$ cat src/include/hrap_pkg.sv
// Shared constants for the host register access port
package hrap_pkg;
  // ----------------------------------------------------------------
  // Widths
  // ----------------------------------------------------------------
  localparam int DATA_W = 8;
  localparam int PTR_W = 8;
  localparam int SER_ADDR_W = 7;
  localparam int BIT_CNT_W = 4;
  localparam int PIN_W = 12;
  // ----------------------------------------------------------------
  // Values
  // ----------------------------------------------------------------
  localparam logic [BIT_CNT_W-1:0] BITS_PER_BYTE = 4'h8;
  localparam logic [BIT_CNT_W-1:0] BIT_CNT_ZERO = 4'h0;
  localparam logic [BIT_CNT_W-1:0] BIT_CNT_ONE = 4'h1;
  localparam logic [PTR_W-1:0] PTR_RESET = 8'h00;
  localparam logic [PTR_W-1:0] PTR_STEP = 8'h01;
  localparam logic [DATA_W-1:0] BYTE_ZERO = 8'h00;
  localparam logic [DATA_W-1:0] BUS_DRIVE_ALL = 8'hff;
  localparam logic [SER_ADDR_W-1:0] SLAVE_ADDR_DEFAULT = 7'h2a;
  // ----------------------------------------------------------------
  // Pin vector field positions
  // ----------------------------------------------------------------
  localparam int PIN_DATA_LSB = 0;
  localparam int PIN_SDA = 0;
  localparam int PIN_CS = 8;
  localparam int PIN_RW = 9;
  localparam int PIN_PSEL = 10;
  localparam int PIN_STRAP = 11;
  // ----------------------------------------------------------------
  // States
  // ----------------------------------------------------------------
  typedef enum logic [1:0] {P_IDLE, P_ACCESS, P_FETCH, P_DONE} hrap_par_state_t;
  typedef enum logic [2:0] {S_IDLE, S_RX, S_ACK, S_TX, S_MACK} hrap_ser_state_t;
endpackage : hrap_pkg

$ cat src/rtl/hrap_port.sv
// Parallel and serial host access port with shared address pointer
`timescale 1ns/1ps
module hrap_port
  import hrap_pkg::*;
#(
  parameter logic [hrap_pkg::SER_ADDR_W-1:0] SLAVE_ADDR = hrap_pkg::SLAVE_ADDR_DEFAULT
) (
  input wire logic clk,
  input wire logic reset_n,
  input wire logic serial_iface_select_strap,
  input wire logic chip_select_n,
  input wire logic host_read_select,
  input wire logic pointer_select,
  input wire logic [hrap_pkg::DATA_W-1:0] host_data_bus_in,
  output logic [hrap_pkg::DATA_W-1:0] host_data_bus_out,
  output logic [hrap_pkg::DATA_W-1:0] host_data_bus_oe,
  output logic host_ready_n_out,
  output logic host_ready_n_oe,
  input wire logic pointer_step_off,
  output logic [hrap_pkg::PTR_W-1:0] reg_addr,
  output logic reg_wr_en,
  output logic [hrap_pkg::DATA_W-1:0] reg_wr_data,
  output logic reg_rd_en,
  input wire logic [hrap_pkg::DATA_W-1:0] reg_rd_data
);
  import hrap_pkg::*;

  // ----------------------------------------------------------------
  // Pin synchronisation
  // ----------------------------------------------------------------
  logic [PIN_W-1:0] pins_raw;
  logic [PIN_W-1:0] pins;
  logic serial_mode;
  logic cs_low;
  logic scl;
  logic sda;
  logic scl_d;
  logic sda_d;
  logic scl_rise;
  logic scl_fall;
  logic start_cond;
  logic stop_cond;

  // Chip select enters the flops inverted so that reset leaves it deselected
  assign pins_raw = {serial_iface_select_strap, pointer_select, host_read_select, !chip_select_n, host_data_bus_in};

  hrap_sync #(.WIDTH(PIN_W)) u_sync (
    .clk(clk),
    .reset_n(reset_n),
    .d(pins_raw),
    .q(pins)
  );

  assign serial_mode = pins[PIN_STRAP];
  assign cs_low = pins[PIN_CS] && !serial_mode;
  assign scl = !pins[PIN_CS];
  assign sda = pins[PIN_SDA];

  always_ff @(posedge clk or negedge reset_n)
  begin
    if (!reset_n)
    begin
      scl_d <= 1'b1;
      sda_d <= 1'b1;
    end
    else
    begin
      scl_d <= scl;
      sda_d <= sda;
    end
  end

  assign scl_rise = serial_mode && scl && !scl_d;
  assign scl_fall = serial_mode && !scl && scl_d;
  assign start_cond = serial_mode && scl && scl_d && sda_d && !sda;
  assign stop_cond = serial_mode && scl && scl_d && !sda_d && sda;

  // ----------------------------------------------------------------
  // Parallel port
  // ----------------------------------------------------------------
  hrap_par_state_t par_state;
  logic [PTR_W-1:0] ptr;
  logic par_read;
  logic par_psel;
  logic [DATA_W-1:0] par_wdata;
  logic [DATA_W-1:0] par_out;

  always_ff @(posedge clk or negedge reset_n)
  begin
    if (!reset_n)
    begin
      par_state <= P_IDLE;
      par_read <= 1'b0;
      par_psel <= 1'b0;
      par_wdata <= BYTE_ZERO;
    end
    else
    begin
      case (par_state)
        P_IDLE:
        begin
          if (cs_low)
          begin
            par_read <= pins[PIN_RW];
            par_psel <= pins[PIN_PSEL];
            par_wdata <= pins[PIN_DATA_LSB +: DATA_W];
            par_state <= P_ACCESS;
          end
        end
        P_ACCESS:
        begin
          par_state <= par_read ? P_FETCH : P_DONE;
        end
        P_FETCH:
        begin
          par_state <= P_DONE;
        end
        P_DONE:
        begin
          if (!cs_low)
          begin
            par_state <= P_IDLE;
          end
        end
        default:
        begin
          par_state <= P_IDLE;
        end
      endcase
    end
  end

  // Read data register for the parallel bus
  always_ff @(posedge clk or negedge reset_n)
  begin
    if (!reset_n)
    begin
      par_out <= BYTE_ZERO;
    end
    else if (par_state == P_FETCH)
    begin
      par_out <= par_psel ? ptr : reg_rd_data;
    end
  end

  assign host_ready_n_oe = cs_low;
  assign host_ready_n_out = (par_state != P_DONE);

  // ----------------------------------------------------------------
  // Serial slave
  // ----------------------------------------------------------------
  hrap_ser_state_t ser_state;
  logic [BIT_CNT_W-1:0] bit_cnt;
  logic [DATA_W-1:0] shift;
  logic addr_phase;
  logic ser_read;
  logic first_data;
  logic master_ack;
  logic sda_drive_low;
  logic [DATA_W-1:0] rd_buf;
  logic rd_buf_load;
  logic ser_ptr_load;
  logic ser_wr;
  logic ser_rd;

  always_ff @(posedge clk or negedge reset_n)
  begin
    if (!reset_n)
    begin
      ser_state <= S_IDLE;
      bit_cnt <= BIT_CNT_ZERO;
      shift <= BYTE_ZERO;
      addr_phase <= 1'b0;
      ser_read <= 1'b0;
      first_data <= 1'b0;
      master_ack <= 1'b0;
    end
    else if (!serial_mode || stop_cond)
    begin
      ser_state <= S_IDLE;
    end
    else if (start_cond)
    begin
      ser_state <= S_RX;
      bit_cnt <= BIT_CNT_ZERO;
      addr_phase <= 1'b1;
      first_data <= 1'b1;
    end
    else
    begin
      case (ser_state)
        S_IDLE:
        begin
          bit_cnt <= BIT_CNT_ZERO;
        end
        S_RX:
        begin
          if (scl_rise)
          begin
            shift <= {shift[DATA_W-2:0], sda};
            bit_cnt <= bit_cnt + BIT_CNT_ONE;
          end
          else if (scl_fall && bit_cnt == BITS_PER_BYTE)
          begin
            if (addr_phase && shift[DATA_W-1:1] != SLAVE_ADDR)
            begin
              ser_state <= S_IDLE;
            end
            else
            begin
              ser_state <= S_ACK;
              if (addr_phase)
              begin
                ser_read <= shift[0];
              end
            end
          end
        end
        S_ACK:
        begin
          if (scl_fall)
          begin
            bit_cnt <= BIT_CNT_ZERO;
            if (!addr_phase && !ser_read)
            begin
              first_data <= 1'b0;
            end
            addr_phase <= 1'b0;
            if (ser_read)
            begin
              ser_state <= S_TX;
              shift <= {1'b0, ptr[SER_ADDR_W-1:0]};
            end
            else
            begin
              ser_state <= S_RX;
            end
          end
        end
        S_TX:
        begin
          if (scl_fall)
          begin
            shift <= {shift[DATA_W-2:0], 1'b0};
            bit_cnt <= bit_cnt + BIT_CNT_ONE;
            if (bit_cnt + BIT_CNT_ONE == BITS_PER_BYTE)
            begin
              ser_state <= S_MACK;
            end
          end
        end
        S_MACK:
        begin
          if (scl_rise)
          begin
            master_ack <= !sda;
          end
          else if (scl_fall)
          begin
            bit_cnt <= BIT_CNT_ZERO;
            first_data <= 1'b0;
            if (master_ack)
            begin
              ser_state <= S_TX;
              shift <= rd_buf;
            end
            else
            begin
              ser_state <= S_IDLE;
            end
          end
        end
        default:
        begin
          ser_state <= S_IDLE;
        end
      endcase
    end
  end

  // Register accesses raised by the serial side
  assign ser_ptr_load = ser_state == S_RX && scl_fall && bit_cnt == BITS_PER_BYTE
    && !addr_phase && first_data;
  assign ser_wr = ser_state == S_RX && scl_fall && bit_cnt == BITS_PER_BYTE
    && !addr_phase && !first_data;
  assign ser_rd = ser_state == S_TX && scl_fall && bit_cnt + BIT_CNT_ONE == BITS_PER_BYTE;

  // SDA pulled low for acknowledge or a zero data bit, changed after SCL falls
  always_ff @(posedge clk or negedge reset_n)
  begin
    if (!reset_n)
    begin
      sda_drive_low <= 1'b0;
    end
    else if (!serial_mode || stop_cond || start_cond)
    begin
      sda_drive_low <= 1'b0;
    end
    else if (scl_fall)
    begin
      if (ser_state == S_RX && bit_cnt == BITS_PER_BYTE && !(addr_phase && shift[DATA_W-1:1] != SLAVE_ADDR))
      begin
        sda_drive_low <= 1'b1;
      end
      else if (ser_state == S_ACK && ser_read)
      begin
        sda_drive_low <= 1'b1;
      end
      else if (ser_state == S_TX && bit_cnt + BIT_CNT_ONE != BITS_PER_BYTE)
      begin
        sda_drive_low <= !shift[DATA_W-2];
      end
      else if (ser_state == S_MACK && master_ack)
      begin
        sda_drive_low <= !rd_buf[DATA_W-1];
      end
      else
      begin
        sda_drive_low <= 1'b0;
      end
    end
  end

  // Prefetched register for the next serial read byte
  always_ff @(posedge clk or negedge reset_n)
  begin
    if (!reset_n)
    begin
      rd_buf <= BYTE_ZERO;
      rd_buf_load <= 1'b0;
    end
    else
    begin
      rd_buf_load <= ser_rd;
      if (rd_buf_load)
      begin
        rd_buf <= reg_rd_data;
      end
    end
  end

  // ----------------------------------------------------------------
  // Address pointer and register strobes
  // ----------------------------------------------------------------
  logic par_access;
  logic any_access;

  assign par_access = par_state == P_ACCESS && !par_psel;
  assign any_access = par_access || ser_wr || ser_rd;

  always_ff @(posedge clk or negedge reset_n)
  begin
    if (!reset_n)
    begin
      ptr <= PTR_RESET;
    end
    else if (par_state == P_ACCESS && par_psel && !par_read)
    begin
      ptr <= par_wdata;
    end
    else if (ser_ptr_load)
    begin
      ptr <= {1'b0, shift[SER_ADDR_W-1:0]};
    end
    else if (any_access && !pointer_step_off)
    begin
      ptr <= ptr + PTR_STEP;
    end
  end

  always_ff @(posedge clk or negedge reset_n)
  begin
    if (!reset_n)
    begin
      reg_addr <= PTR_RESET;
      reg_wr_en <= 1'b0;
      reg_rd_en <= 1'b0;
      reg_wr_data <= BYTE_ZERO;
    end
    else
    begin
      reg_addr <= ptr;
      reg_wr_en <= (par_access && !par_read) || ser_wr;
      reg_rd_en <= (par_access && par_read) || ser_rd;
      reg_wr_data <= ser_wr ? shift : par_wdata;
    end
  end

  // ----------------------------------------------------------------
  // Shared data pins
  // ----------------------------------------------------------------
  assign host_data_bus_out = serial_mode ? BYTE_ZERO : par_out;
  assign host_data_bus_oe = serial_mode ? {{(DATA_W-1){1'b0}}, sda_drive_low}
    : ((cs_low && par_read && (par_state == P_DONE)) ? BUS_DRIVE_ALL : BYTE_ZERO);
endmodule : hrap_port

$ cat src/rtl/hrap_sync.sv
// Two-stage synchroniser for a group of pins
`timescale 1ns/1ps
module hrap_sync #(
  parameter int WIDTH = 1
) (
  input wire logic clk,
  input wire logic reset_n,
  input wire logic [WIDTH-1:0] d,
  output logic [WIDTH-1:0] q
);
  logic [WIDTH-1:0] meta;

  always_ff @(posedge clk or negedge reset_n)
  begin
    if (!reset_n)
    begin
      meta <= '0;
      q <= '0;
    end
    else
    begin
      meta <= d;
      q <= meta;
    end
  end
endmodule : hrap_sync

$ cat config.mk
export PLATFORM = sky130hd
export DESIGN_NAME = hrap_port
export DESIGN_NICKNAME = d
export VERILOG_FILES = /design/src/include/hrap_pkg.sv /design/src/rtl/hrap_port.sv /design/src/rtl/hrap_sync.sv
export SDC_FILE = /design/constraint.sdc
export NUM_CORES = 1
export LEC_CHECK = 0
export BUFFER_PORTS_ARGS = -buffer_cell sky130_fd_sc_hd__buf_2
export CORE_ASPECT_RATIO = 0.9
export CORE_MARGIN = 4
export CORE_UTILIZATION = 40
export DETAILED_ROUTE_END_ITERATION = 6
export RECOVER_POWER = 25
export SETUP_SLACK_MARGIN = 0.5
export SLEW_MARGIN = 20
export SYNTH_ARGS = -nofsm -noshare
export SYNTH_HDL_FRONTEND = slang
export SYNTH_SLANG_ARGS = --single-unit
$ cat constraint.sdc
create_clock -name clk -period 4.33 [get_ports clk]
set_input_delay 0.866 -clock clk [delete_from_list [all_inputs] [get_ports clk]]
set_output_delay 0.866 -clock clk [all_outputs]
set_load 0.05 [all_outputs]
==> results.json <==
{
  "status": "finished with violations",
  "violations": "capacitance limit, slew limit",
  "overflow": 0,
  "skew_ns": 0.0111,
  "p_int_mw": 1.97,
  "finalCriticalPeriod_ns": 2.81,
  "synth_common_cells": "dfrtp_1 (99), nor2_1 (35), nand2_1 (29)",
  "slew-limit-headroom": -0.112,
  "synth.most_common_cell": "dfrtp_1",
  "synth_area_per_cell_um2": 11.1,
  "netlist-cell-type-count": 55,
  "remaining_drc_errors": 0,
  "multiInputGateArea_mm2": 0.00180,
  "core_mm2": 0.0109,
  "fin_nets": 487,
  "antenna_found_initial": 0,
  "fmax_ghz": 0.356,
  "finalWorstSetupSlack_ns": 1.52,
  "boundaryPins": 59,
  "synth_area_leaders": "dfrtp_1 (55%), mux2_2 (7.0%), o21ai_0 (3.1%), nor2_1 (2.9%), a21oi_1 (2.4%)",
  "clk_path_buf_depth": 2,
  "grt_pass1_vias": 3214,
  "cts.sinks": 101,
  "initial_utilization": 0.413,
  "clock_power_share": 0.256,
  "row_count": 36,
  "h-tree-depth": 3,
  "via_per_inst": 5.18,
  "dp_slack_ns": 1.81,
  "synth.ff_latch_count": 101,
  "path_clk_slew_ns": 0.07,
  "area_growth_syn_to_layout_pct": 15.6,
  "drv_cap": 1,
  "combPwrFrac": 0.331,
  "cp-start-kind": "flop",
  "p_seq_frac": 0.413,
  "crit_family": "simple AND/OR/NAND/NOR gates",
  "dieHeight_um": 109,
  "grt_max_degree": 70,
  "yosysWarnings": 0,
  "power_density_mw_per_mm2": 620,
  "worstPathCellList": "nor2_1 > and3_1 > a21o_1 > buf_2",
  "numCtsBuffers": 9,
  "cts_root_buf": "clkbuf_16",
  "final-setup-viol-count": 0,
  "cts_setup_buffers": 0,
  "fin_setup_tns_ns": 0,
  "synth_top_family_by_area": "simple AND/OR/NAND/NOR gates",
  "cp_data_required_time_ns": 3.46,
  "min_path_type": "reg -> reg",
  "peakVddDrop_mv": 0.380,
  "antenna_cells": 0,
  "filler_cell_count": 1031,
  "grt_pass1_wl_mm": 16.9,
  "cp_data_arrival_time_ns": 1.94,
  "syn-cell-area_mm2": 0.00451,
  "synth-simple-area-share": 0.140,
  "dr.first_iter.drc_count": 229,
  "synth_xor_area_frac": 0.00778,
  "path_class": "reg -> out",
  "synth_flop_cell": "dfrtp_1",
  "routed_wl_mm": 10.2,
  "synth-compound-area-share": 0.133,
  "maxSlewViolCount": 70,
  "tightest_slew_ns": 1.67,
  "finalHoldViolCount": 0,
  "tritoncts": "done",
  "cts-resized-gates": 0,
  "syn_inst": 406,
  "io_buffers": 58,
  "synth_fa_ha_area_frac": 0.0222,
  "vias": 3176,
  "cp.buffers_inverters": 1,
  "syn-num-nets": 437,
  "crit_fanout": 16,
  "gp_congestion": 0.874,
  "fin_crit_sh": 0.649,
  "grtUsageTotal": 0.168,
  "p_switching_mw": 1.25,
  "synth_top_cell_area_share": 0.550,
  "crit_slowest_cell": "dfrtp_1",
  "synth_top_area_cell": "dfrtp_1",
  "die_x_um": 120,
  "worstSkewPairLatency_ns": 0.35,
  "p_leak_nw": 2.40,
  "regArea_mm2": 0.00253,
  "ys_async_sr_fraction": 1.00,
  "first_pass_iters": 4,
  "postRouteAntennaNets": 0,
  "synthMuxAreaShare": 0.0966,
  "switching_share": 0.388,
  "die_area_mm2": 0.0130,
  "ctsHoldBuffers": 0,
  "drive_gt1_frac": 0.247,
  "rsz0062_at_grt": "false",
  "yosysSeqAreaShare": 0.562,
  "synth-edff-count": 0,
  "hpwl_mm": 7.43,
  "detail_route.wl_per_cell_um": 16.6,
  "worst_setup_path_end_kind": "output pin",
  "cpPeakStageDelay_ns": 0.55
}
worst register-to-register path, stage by stage, from the launching register on:
cell	delay (ns)
dfrtp_1	0.54
or4b_1	0.62
nor4_2	0.17
buf_4	0.25
o31a_1	0.27
or2_1	0.30
mux2_4	0.33
cells by family after synthesis:
group | count (synthesis)
AND/OR/NAND/NOR | 122
flip-flops | 101
AO/OA/AOI/OAI | 94
multiplexers | 39
buffers and inverters | 38
adder cells (fa/ha/maj) | 8
XOR/XNOR | 4
power by group through the flow:
stage               logic, mW  clock network [mW]  registers, mW
floorplan               0.603                   0           1.54
global placement         1.06                   0           1.35
detailed placement       1.07                   0           1.35
CTS                      1.08               0.854           1.34
global route             1.16               0.892           1.36
finish                   1.07               0.828           1.33
final cells by class:
cell class | instances | area share
Inverter | 15 | 0.0108
Sequential cell | 101 | 0.486
Clock inverter | 5 | 0.0127
Tap cell | 152 | 0.0365
Clock buffer | 11 | 0.0466
Multi-Input combinational cell | 267 | 0.346
Timing Repair Buffer | 62 | 0.0615
placed cells by master (no fill, tap or decap), types with 3 or more instances in the layout:
cell type  count
a211oi_1       4
a21boi_0       3
a21o_1         4
a21oi_1       22
a22o_1         8
a31oi_1        3
and2_1         3
and3_1         5
and3b_1        4
buf_2         57
buf_4          4
clkbuf_16      9
dfrtp_1       99
ha_1           8
inv_1         15
mux2_2        28
mux2i_1        9
nand2_1       29
nand2b_1       3
nand3_1        6
nand4_1        5
nor2_1        35
nor2b_1       10
nor3_1         5
nor4b_1        3
o211ai_1       6
o21ai_0       28
xor2_1         3
metal layers:
layer | track usage | part of all wire | wire [um] | vias to the layer above
li1 | - | - | - | 1533
met1 | 0.227 | 0.45 | 4570 | 1541
met2 | 0.265 | 0.48 | 4890 | 85
met3 | 0.0498 | 0.052 | 527 | 17
met4 | 0.0491 | 0.016 | 165 | 0
met5 | 0 | 0 | 0 | -
state kept, by name, summed over array words and instances, names as in the netlist, 2 cells and up:
register / count
u_sync.meta: 12
u_sync.q: 12
par_out: 8
par_wdata: 8
ptr: 8
rd_buf: 8
reg_addr: 8
reg_wr_data: 8
shift: 8
bit_cnt: 4
ser_state: 3
par_state: 2
path summary, 6_finish.rpt:
kind                                start             endpoint  slack, ns  depth (start not counted)
min in group asynchronous         reset_n      u_sync.meta[10]       0.92                          1
max                          u_sync.q[11]  host_data_bus_oe[0]       1.52                          4
max reg2reg                  ser_state[2]               ptr[2]       1.75                          6
min reg2reg                u_sync.meta[5]          u_sync.q[5]       0.35                          0
max in group asynchronous         reset_n                scl_d       2.15                          2
min                        u_sync.meta[5]          u_sync.q[5]       0.35                          0
per-stage QoR:
stage	hold WS, ns	instances	area [um2]	utilization	total power, mW
after floorplan	0.331	406	4510	-	2.15
after global placement	0.333	597	4900	0.449	2.41
after detailed placement	0.336	597	4900	0.449	2.43
after CTS	0.352	613	5210	0.478	3.27
after global routing	0.354	613	5210	0.478	3.41
final	0.350	613	5210	0.478	3.23
Power figures use the tool's default switching activity.
